$ cat src/rtl/pwt_pkg.sv
// constants and types shared by the periodic wakeup timer
package pwt_pkg;

    // register indices; byte address is four times the index
    localparam logic [9:0] IDX_CONTROL   = 10'h2f2;
    localparam logic [9:0] IDX_TRIM      = 10'h2f3;
    localparam logic [9:0] IDX_RATE_HIGH = 10'h2f4;
    localparam logic [9:0] IDX_RATE_LOW  = 10'h2f5;
    localparam logic [9:0] IDX_RESERVED  = 10'h2f6;

    // control register field positions
    localparam int CTL_CLK_SEL = 7;
    localparam int CTL_WAVE    = 4;
    localparam int CTL_EXT_EN  = 3;
    localparam int CTL_FE      = 2;
    localparam int CTL_IE      = 1;
    localparam int CTL_FLAG    = 0;

    // trim field position inside its byte
    localparam int TRIM_LSB = 2;
    localparam int TRIM_W   = 6;

    // reset values
    localparam logic [7:0]  CONTROL_RESET = 8'h00;
    localparam logic [5:0]  TRIM_RESET    = 6'h00;
    localparam logic [15:0] RATE_RESET    = 16'h0000;

    // timing: oscillator half-period and clock period in ns
    localparam int OSC_HALF_PERIOD_NS = 100000;
    localparam int CLK_PERIOD_NS      = 4;
    localparam int OSC_HALF_CYCLES    = OSC_HALF_PERIOD_NS / CLK_PERIOD_NS;
    localparam int TRIM_STEP_CYCLES   = 16;

    typedef enum logic [2:0] {
        PWT_SEL_NONE,
        PWT_SEL_CONTROL,
        PWT_SEL_TRIM,
        PWT_SEL_RATE_HIGH,
        PWT_SEL_RATE_LOW,
        PWT_SEL_RESERVED
    } pwt_sel_t;

    typedef struct packed {
        logic clk_sel;
        logic wave_sel;
        logic ext_en;
        logic feature_en;
        logic irq_en;
    } pwt_ctrl_t;

endpackage : pwt_pkg

$ cat src/rtl/pwt_timer.sv
// periodic wakeup timer with apb register slave
//
// How it works
// - control bit 7 picks timer clock: 0 internal oscillator, 1 bus clock
// - clock select writable only while enable clear and not set same write
// - enable bit 2 starts counting; clearing it disables the timer
// - irq enable bit 1 makes flag raise an interrupt request
// - timeout flag bit 0 set whenever the configured period elapses
// - flag cleared only by writing one; writing zero leaves it
// - clear in same cycle as timeout wins; flag ends zero
// - wave select bit 4 set: square clock of twice the period on pin
// - wave select clear: high pulse of half minimum period each timeout
// - pin driven only while external enable bit 3 and timer enable set
// - trim register bits 7 to 2 hold six-bit oscillator trim
// - top trim bit lengthens; lower bits shorten by halving amounts
// - trim resets to zero or a preset value given by parameter
// - 16-bit rate in high and low bytes, writable only while disabled
// - oscillator source: period is 2 times rate plus one times 0.1 ms
// - bus source: period is 2 times rate plus one bus cycles
// - timer restarts by itself after each timeout
// - bus source with bus clock stopped freezes the count
`timescale 1ns/1ps
module pwt_timer #(
    parameter int          OSC_TICK_CYCLES = pwt_pkg::OSC_HALF_CYCLES,
    parameter int          TRIM_STEP       = pwt_pkg::TRIM_STEP_CYCLES,
    parameter logic [5:0]  TRIM_PRESET     = pwt_pkg::TRIM_RESET,
    parameter int          ADDR_W          = 12
) (
    input  wire logic              pclk,
    input  wire logic              presetn,
    input  wire logic [ADDR_W-1:0] paddr,
    input  wire logic              psel,
    input  wire logic              penable,
    input  wire logic              pwrite,
    input  wire logic [31:0]       pwdata,
    input  wire logic [3:0]        pstrb,
    output logic                   pready,
    output logic [31:0]            prdata,
    output logic                   pslverr,
    input  wire logic              bus_clk_en,
    output logic                   timeout_irq,
    output logic                   wave_out,
    output logic                   wave_out_en
);

    localparam logic [15:0] OSC_BASE  = 16'(OSC_TICK_CYCLES);
    localparam logic [15:0] TRIM_UNIT = 16'(TRIM_STEP);

    pwt_pkg::pwt_ctrl_t ctrl_q;
    logic               flag_q;
    logic [5:0]         trim_q;
    logic [15:0]        rate_q;
    logic [15:0]        osc_div_q;
    logic [16:0]        period_cnt_q;
    logic               pulse_q;
    logic               toggle_q;
    logic               pready_q;
    logic               pslverr_q;
    logic [31:0]        prdata_q;
    logic               irq_q;
    logic               wave_q;
    logic               wave_en_q;

    pwt_pkg::pwt_sel_t  sel;
    logic               access;
    logic               wr_fire;
    logic               wr_byte;
    logic [7:0]         wbyte;
    logic [7:0]         rd_byte;
    logic [15:0]        osc_limit;
    logic               osc_tick;
    logic               unit_tick;
    logic               timeout;
    logic               flag_clear;
    logic               flag_d;
    logic [16:0]        period_cnt_d;
    logic [15:0]        osc_div_d;
    logic [15:0]        rate_d;
    pwt_pkg::pwt_ctrl_t ctrl_d;

    // decode a byte address to a register; unaligned goes unmapped
    function automatic pwt_pkg::pwt_sel_t decode(
        input logic [ADDR_W-1:0] addr
    );
        logic [9:0] idx;
        idx = addr[11:2];
        if (addr[1:0] != 2'b00) begin
            return pwt_pkg::PWT_SEL_NONE;
        end
        case (idx)
            pwt_pkg::IDX_CONTROL:   return pwt_pkg::PWT_SEL_CONTROL;
            pwt_pkg::IDX_TRIM:      return pwt_pkg::PWT_SEL_TRIM;
            pwt_pkg::IDX_RATE_HIGH: return pwt_pkg::PWT_SEL_RATE_HIGH;
            pwt_pkg::IDX_RATE_LOW:  return pwt_pkg::PWT_SEL_RATE_LOW;
            pwt_pkg::IDX_RESERVED:  return pwt_pkg::PWT_SEL_RESERVED;
            default:                return pwt_pkg::PWT_SEL_NONE;
        endcase
    endfunction : decode

    // oscillator half-period in clocks after trim
    // no floor: base must stay above 31 steps or the count wraps
    function automatic logic [15:0] trim_count(
        input logic [5:0]  tr,
        input logic [15:0] base,
        input logic [15:0] step
    );
        logic [15:0] c;
        c = base;
        if (tr[5]) begin
            c = c + (step << 5);
        end
        for (int k = 0; k < 5; k++) begin
            if (tr[k]) begin
                c = c - (step << k);
            end
        end
        return c;
    endfunction : trim_count

    // a committed byte write aimed at one register
    function automatic logic reg_wr(
        input logic              fire,
        input pwt_pkg::pwt_sel_t got,
        input pwt_pkg::pwt_sel_t want
    );
        return fire & (got == want);
    endfunction : reg_wr

    // control byte as software reads it; bits 6 and 5 read zero
    function automatic logic [7:0] ctrl_byte(
        input pwt_pkg::pwt_ctrl_t c,
        input logic               f
    );
        return {c.clk_sel, 2'b00, c.wave_sel, c.ext_en, c.feature_en,
                c.irq_en, f};
    endfunction : ctrl_byte

    // ---------------- bus slave ----------------
    assign sel     = decode(paddr);
    assign access  = psel & penable;
    // one wait state: writes land on the edge that sees pready high
    assign wr_fire = access & pwrite & pready_q;
    assign wr_byte = wr_fire & pstrb[0];
    assign wbyte   = pwdata[7:0];
    assign flag_clear = reg_wr(wr_byte, sel, pwt_pkg::PWT_SEL_CONTROL)
                        & wbyte[pwt_pkg::CTL_FLAG];

    always_comb begin
        case (sel)
            pwt_pkg::PWT_SEL_CONTROL:   rd_byte = ctrl_byte(ctrl_q, flag_q);
            pwt_pkg::PWT_SEL_TRIM:      rd_byte = {trim_q, 2'b00};
            pwt_pkg::PWT_SEL_RATE_HIGH: rd_byte = rate_q[15:8];
            pwt_pkg::PWT_SEL_RATE_LOW:  rd_byte = rate_q[7:0];
            default:                    rd_byte = 8'h00;
        endcase
    end

    // exactly one wait state: answer in the second access cycle
    always_ff @(posedge pclk or negedge presetn) begin
        if (!presetn) begin
            pready_q <= 1'b0;
        end else begin
            pready_q <= access & ~pready_q;
        end
    end

    // unmapped or unaligned offsets answer with an error, write dropped
    always_ff @(posedge pclk or negedge presetn) begin
        if (!presetn) begin
            pslverr_q <= 1'b0;
        end else begin
            pslverr_q <= access & ~pready_q
                         & (sel == pwt_pkg::PWT_SEL_NONE);
        end
    end

    // read data captured once and held until the next read
    always_ff @(posedge pclk or negedge presetn) begin
        if (!presetn) begin
            prdata_q <= 32'h0000_0000;
        end else if (access & ~pready_q & ~pwrite) begin
            prdata_q <= {24'h00_0000, rd_byte};
        end
    end

    // ---------------- registers ----------------
    // source may only move while stopped and not started by this write
    always_comb begin
        ctrl_d = ctrl_q;
        if (reg_wr(wr_byte, sel, pwt_pkg::PWT_SEL_CONTROL)) begin
            if (!ctrl_q.feature_en && !wbyte[pwt_pkg::CTL_FE]) begin
                ctrl_d.clk_sel = wbyte[pwt_pkg::CTL_CLK_SEL];
            end
            ctrl_d.wave_sel   = wbyte[pwt_pkg::CTL_WAVE];
            ctrl_d.ext_en     = wbyte[pwt_pkg::CTL_EXT_EN];
            ctrl_d.feature_en = wbyte[pwt_pkg::CTL_FE];
            ctrl_d.irq_en     = wbyte[pwt_pkg::CTL_IE];
        end
    end

    always_ff @(posedge pclk or negedge presetn) begin
        if (!presetn) begin
            ctrl_q <= pwt_pkg::pwt_ctrl_t'({
                pwt_pkg::CONTROL_RESET[pwt_pkg::CTL_CLK_SEL],
                pwt_pkg::CONTROL_RESET[pwt_pkg::CTL_WAVE:pwt_pkg::CTL_IE]});
        end else begin
            ctrl_q <= ctrl_d;
        end
    end

    // trim is not locked: a change retunes a running oscillator
    always_ff @(posedge pclk or negedge presetn) begin
        if (!presetn) begin
            trim_q <= TRIM_PRESET;
        end else if (reg_wr(wr_byte, sel, pwt_pkg::PWT_SEL_TRIM)) begin
            trim_q <= wbyte[7:pwt_pkg::TRIM_LSB];
        end
    end

    // both halves stay frozen while the timer runs
    always_comb begin
        rate_d = rate_q;
        if (wr_byte && !ctrl_q.feature_en) begin
            if (sel == pwt_pkg::PWT_SEL_RATE_HIGH) begin
                rate_d[15:8] = wbyte;
            end
            if (sel == pwt_pkg::PWT_SEL_RATE_LOW) begin
                rate_d[7:0] = wbyte;
            end
        end
    end

    always_ff @(posedge pclk or negedge presetn) begin
        if (!presetn) begin
            rate_q <= pwt_pkg::RATE_RESET;
        end else begin
            rate_q <= rate_d;
        end
    end

    // ---------------- time base ----------------
    assign osc_limit = trim_count(trim_q, OSC_BASE, TRIM_UNIT);
    assign osc_tick  = (osc_div_q >= osc_limit - 16'h0001);

    // oscillator stand-in: divider held in reset while not in use
    always_comb begin
        if (!ctrl_q.feature_en || ctrl_q.clk_sel || osc_tick) begin
            osc_div_d = 16'h0000;
        end else begin
            osc_div_d = osc_div_q + 16'h0001;
        end
    end

    always_ff @(posedge pclk or negedge presetn) begin
        if (!presetn) begin
            osc_div_q <= 16'h0000;
        end else begin
            osc_div_q <= osc_div_d;
        end
    end

    // one unit is half the minimum period in either source
    assign unit_tick = ctrl_q.feature_en &
                       (ctrl_q.clk_sel ? bus_clk_en
                                       : osc_tick);
    assign timeout   = unit_tick & (period_cnt_q == {rate_q, 1'b1});

    // a stop or a timeout always leads into a full fresh period
    always_comb begin
        if (!ctrl_q.feature_en) begin
            period_cnt_d = 17'h0_0000;
        end else if (timeout) begin
            period_cnt_d = 17'h0_0000;
        end else if (unit_tick) begin
            period_cnt_d = period_cnt_q + 17'h0_0001;
        end else begin
            period_cnt_d = period_cnt_q;
        end
    end

    always_ff @(posedge pclk or negedge presetn) begin
        if (!presetn) begin
            period_cnt_q <= 17'h0_0000;
        end else begin
            period_cnt_q <= period_cnt_d;
        end
    end

    // ---------------- flag and request ----------------
    // clear takes precedence over a timeout in the same cycle
    always_comb begin
        if (flag_clear) begin
            flag_d = 1'b0;
        end else if (timeout) begin
            flag_d = 1'b1;
        end else begin
            flag_d = flag_q;
        end
    end

    always_ff @(posedge pclk or negedge presetn) begin
        if (!presetn) begin
            flag_q <= 1'b0;
        end else begin
            flag_q <= flag_d;
        end
    end

    always_ff @(posedge pclk or negedge presetn) begin
        if (!presetn) begin
            irq_q <= 1'b0;
        end else begin
            irq_q <= flag_q & ctrl_q.irq_en;
        end
    end

    // ---------------- external waveform ----------------
    // pulse lasts one unit, which is half of the shortest period
    always_ff @(posedge pclk or negedge presetn) begin
        if (!presetn) begin
            pulse_q <= 1'b0;
        end else if (!ctrl_q.feature_en) begin
            pulse_q <= 1'b0;
        end else if (timeout) begin
            pulse_q <= 1'b1;
        end else if (unit_tick) begin
            pulse_q <= 1'b0;
        end
    end

    // flipping at each timeout gives a square wave of twice the period
    always_ff @(posedge pclk or negedge presetn) begin
        if (!presetn) begin
            toggle_q <= 1'b0;
        end else if (!ctrl_q.feature_en) begin
            toggle_q <= 1'b0;
        end else if (timeout) begin
            toggle_q <= ~toggle_q;
        end
    end

    always_ff @(posedge pclk or negedge presetn) begin
        if (!presetn) begin
            wave_en_q <= 1'b0;
        end else begin
            wave_en_q <= ctrl_q.ext_en & ctrl_q.feature_en;
        end
    end

    // data forced low when not driven, so the pin never shows stale state
    always_ff @(posedge pclk or negedge presetn) begin
        if (!presetn) begin
            wave_q <= 1'b0;
        end else begin
            wave_q <= ctrl_q.ext_en & ctrl_q.feature_en &
                      (ctrl_q.wave_sel ? toggle_q : pulse_q);
        end
    end

    assign pready      = pready_q;
    assign pslverr     = pslverr_q;
    assign prdata      = prdata_q;
    assign timeout_irq = irq_q;
    assign wave_out    = wave_q;
    assign wave_out_en = wave_en_q;

endmodule : pwt_timer

$ cat config.mk
export PLATFORM = sky130hd
export DESIGN_NAME = pwt_timer
export DESIGN_NICKNAME = d
export VERILOG_FILES = /design/src/rtl/pwt_pkg.sv /design/src/rtl/pwt_timer.sv
export SDC_FILE = /design/constraint.sdc
export NUM_CORES = 1
export LEC_CHECK = 0
export ABC_AREA = 1
export BUFFER_PORTS_ARGS = -buffer_cell sky130_fd_sc_hd__buf_4
export CORE_MARGIN = 8
export CORE_UTILIZATION = 50
export CTS_BUF_LIST = sky130_fd_sc_hd__clkbuf_8
export CTS_CLUSTER_DIAMETER = 80
export DETAILED_ROUTE_END_ITERATION = 8
export GPL_ROUTABILITY_DRIVEN = 0
export GPL_TIMING_DRIVEN = 0
export PLACE_DENSITY = 0.7
export SETUP_SLACK_MARGIN = 0.5
export SLEW_MARGIN = 20
export SYNTH_ARGS = -nofsm -noshare
export SYNTH_HDL_FRONTEND = slang
export SYNTH_SLANG_ARGS = --single-unit
export TNS_END_PERCENT = 10
$ cat constraint.sdc
create_clock -name pclk -period 4.2 [get_ports pclk]
set_input_delay 0.63 -clock pclk [delete_from_list [all_inputs] [get_ports pclk]]
set_output_delay 0.63 -clock pclk [all_outputs]
set_load 0.02 [all_outputs]
==> metrics.md <==
| Metric | Value |
|---|---|
| CP Max Fanout | `9` |
| Drt pass-1 iters | `4` |
| Total GRT Usage | `18.62%` |
| Slowest stage delay, CP | `~0.44 ns` |
| Psw | `between 0.0004 and 0.0005 W` |
| Net count, final | `between 800 and 900` |
| Clock sink count | `76` |
| Synth cell types | `~40` |
| RSZ-0062 raised after global routing | `yes` |
| Port bufs | `39` |
| CTS clk-pin slew, worst paths | `~0.090 ns` |
| Total number of vias | `between 4000 and 5000` |
| Num CTS Buffers | `9` |
| Final WS setup | `approximately 0.75 ns` |
| Final design area excluding fillers | `just over 6000 sq um` |
| Slowest CP cell | `dfrtp_2` |
| Yosys reg bits | `76` |
| Total negative slack | `0 ns` |
| Outcome | `completed` |
| H-tree Lvls | `3` |
| LEAKAGE | `between 3 and 4 nW` |
| F_max | `0.2900 GHz` |
| Combinational power share | `roughly 16%` |
| Die height | `118.8 um` |
| Critical path data arrival time | `3.75 ns` |
| First-pass GRT wire length | `between 20000 and 25000 um` |
| Max-cap check violation count | `0` |
| Final ANT Viol Nets | `0` |
| Synth area leader | `dfrtp_1` |
| Final Hold Viols | `0` |
| Synthesis-to-finish area growth | `15.20%` |
| Fraction of registers with async set/reset | `100.0%` |
| Top post-synthesis cells by area | `dfrtp_1 (36%), nand2_1 (15%), inv_1 (5.8%), nor2_1 (5.2%), nand4_1 (4.7%)` |
| Mapped Area | `between 5000 and 6000 sq um` |
| WS Path Type | `flop to flop` |
| Seq. cell area | `1903 sq um` |
| Largest net degree at the start of global routing | `between 70 and 80` |
| Initial antenna violation count | `0` |
| Initial core utilization | `approximately 50%` |
| Layout cell share with drive strength beyond 1 | `18.70%` |
| Via density | `between 5 and 6` |
| Clk pwr share | `a little over a third` |
| Fin Hold WS | `between 0.4 and 0.5 ns` |
| Clock Path Buffers | `2` |
| Fillcell total | `around 960` |
| Post-route DRC violation count | `0` |
| Core area | `between 10000 and 15000 sq um` |
| Pwr dens | `between 200 and 300 nW/um^2` |
| WL/cell | `between 10 and 15 um` |
| Power, Total | `around 0.0016 W` |
| Internal | `between 0.001 and 0.0015 W` |
| Critical path's most frequent cell | `nand2_1` |
| Iter 0 DRT Violations | `276` |
| Synth Warn # | `0` |
| Die Wd | `118.8 um` |
| Final WL | `12800 um` |
| Slew Viols, Final | `0` |
| Vias in the first global route | `roughly 4500` |
| Relative slew slack | `a little over a third` |
| Period utilization | `approximately 82%` |
| FP Rows | `37` |
| Ports | `91` |
| Synth top area share | `approximately 36%` |
| Period minus WS final | `between 3 and 4 ns` |
| Flop pwr share | `about 48%` |
| CP Cell Sequence | `ha_1 -> nor2_2 -> inv_1 -> ha_1 -> ha_1 -> nand2_1 -> o21ai_1 -> ha_1 -> mux2_2 -> ha_1 -> nand2_1 -> nand2_1 -> nand2_1 -> a21oi_1 -> nor2_2 -> nand3_1 -> nand2_2 -> inv_4 -> nor2_4 -> buf_6 -> nand2_1 -> nand2_1` |
| DP HPWL | `between 9000 and 10000 um` |
| Placed Instance Area | `5838 sq um` |
| GRT Residual Overflow | `0` |
| Root Driver | `clkbuf_8` |
| CTS tree | `yes` |
| Worst setup EP type | `flop` |
| Final setup skew | `between 0.01 and 0.015 ns` |
| Hold-fix buffers, CTS | `0` |
| CP Launch Type | `flop` |
| # diodes | `0` |
| Post-synthesis sequential area ratio | `a little over a third` |
| Ys flop type | `dfrtp_1` |
| Max IR drop VDD | `~0.00015 V` |
| Req. time, crit path | `between 4 and 5 ns` |
| Syn avg cell area | `roughly 7.4 sq um` |
| Most frequent cells after synthesis | `nand2_1 (205), inv_1 (81), dfrtp_1 (76)` |
| Clock Latency Late Sink | `between 0.3 and 0.4 ns` |
| Dpl ws | `about 0.44 ns` |
| Worst slew pin tran | `0.9735 ns` |
| Final setup fails | `0` |
| Post-synth EDFFs | `0` |
| Hold crit path type | `input port to asynchronous set/reset pin` |
| Post-Synthesis Cells | `a little over 700` |
| Area of the multi-input gates | `approximately 2900 sq um` |
| Most frequent cell after synthesis | `nand2_1` |
| Total Die Area | `14120 sq um` |
| Switching part of the total | `between 20 and 30%` |
worst paths after layout:
kind,end,slack [ns],cells past startpoint,startpoint
max,period_cnt_q[5],0.75,22,trim_q[0]
min,trim_q[3],0.43,1,presetn
max reg2reg,period_cnt_q[5],0.75,22,trim_q[0]
min reg2reg,osc_div_q[0],0.46,1,osc_div_q[0]
max in group asynchronous,trim_q[0],3.12,1,presetn
min in group pclk,osc_div_q[0],0.46,1,osc_div_q[0]
per-layer routing:
metal	track usage (%)	wire, um	vias to the layer above
met5	0	0	-
met4	7.668	357	0
met3	4.110	757	25
met2	30.84	6059	124
met1	23.09	5623	2166
li1	-	-	2407
placed cells by master (no fill, tap or decap), types with 5 or more instances in the layout:
cell type,n
a21oi_1,14
buf_4,66
buf_6,7
clkbuf_1,6
clkbuf_8,11
conb_1,25
dfrtp_1,75
ha_1,18
inv_1,81
nand2_1,204
nand2_2,10
nand2_4,6
nand3_1,37
nand4_1,40
nor2_1,70
nor2_2,5
nor2_4,5
nor3_1,17
nor3b_1,5
o21ai_0,5
o21ai_1,12
o21ai_2,14
xnor2_1,5
xor2_1,24
power groups by stage:
stage	sequential (W)	combinational (W)	clock [W]
2_1_floorplan	0.000792	0.000174	0
3_3_place_gp	0.000798	0.000249	0
3_5_place_dp	0.000800	0.000254	0
4_1_cts	0.000785	0.000257	0.000586
5_1_grt	0.000790	0.000293	0.000624
6_report	0.000784	0.000260	0.000581
stage by stage:
step           util, %  cells
3_3_place_gp     56.81    916
6_report         59.24    933
5_1_grt          59.24    933
2_1_floorplan        -    741
4_1_cts          58.80    931
3_5_place_dp     56.81    916
final cells by class:
type | count | share of cell area (%)
well taps | 136 | 2.795
clock inverters | 3 | 0.7604
inverters | 89 | 5.693
multi-input cells | 537 | 47.04
repair buffers | 42 | 5.240
flip-flops and latches | 76 | 31.26
plain buffers | 39 | 4.727
clock buffers | 11 | 2.487
worst max-delay path: cells and delay by family (launching register included):
family	cells	cell delay [ns]
compound gates	2	0.16
fa+ha+maj	5	1.24
buf+inv	3	0.29
flops	1	0.44
mux	1	0.27
simple gates	11	1.00
repair_timing:
item | CTS | global route
resized for setup | 0 | 17
buffers inserted | 1 | 1
pin swaps | 1 | 2
gates cloned | 0 | 1
endpoints found under the hold margin | 0 | 0
setup endpoints to repair | 10 | 31
registers in the layout, summed over array words and instances (netlist names):
signal and cells:
pulse_q 1, toggle_q 1, trim_q 6, wave_out 1, pslverr 1, prdata 8, wave_out_en 1, ctrl_q 5
rate_q 16, flag_q 1, timeout_irq 1, pready 1, period_cnt_q 17, osc_div_q 16
logic make-up (layout without fill, tap and decap cells):
logic type	Yosys count	count (layout)	share of synthesized area, %
AO/OA/AOI/OAI	46	46	5.398
XOR/XNOR	29	29	4.806
adder cells (fa/ha/maj)	18	18	4.261
buffers and inverters	128	184	11.81
flip-flops	76	76	35.98
multiplexers	1	1	0.2131
other	1	25	0.07095
AND/OR/NAND/NOR	418	418	37.45
Note: power is estimated with default switching activity, not from simulation.
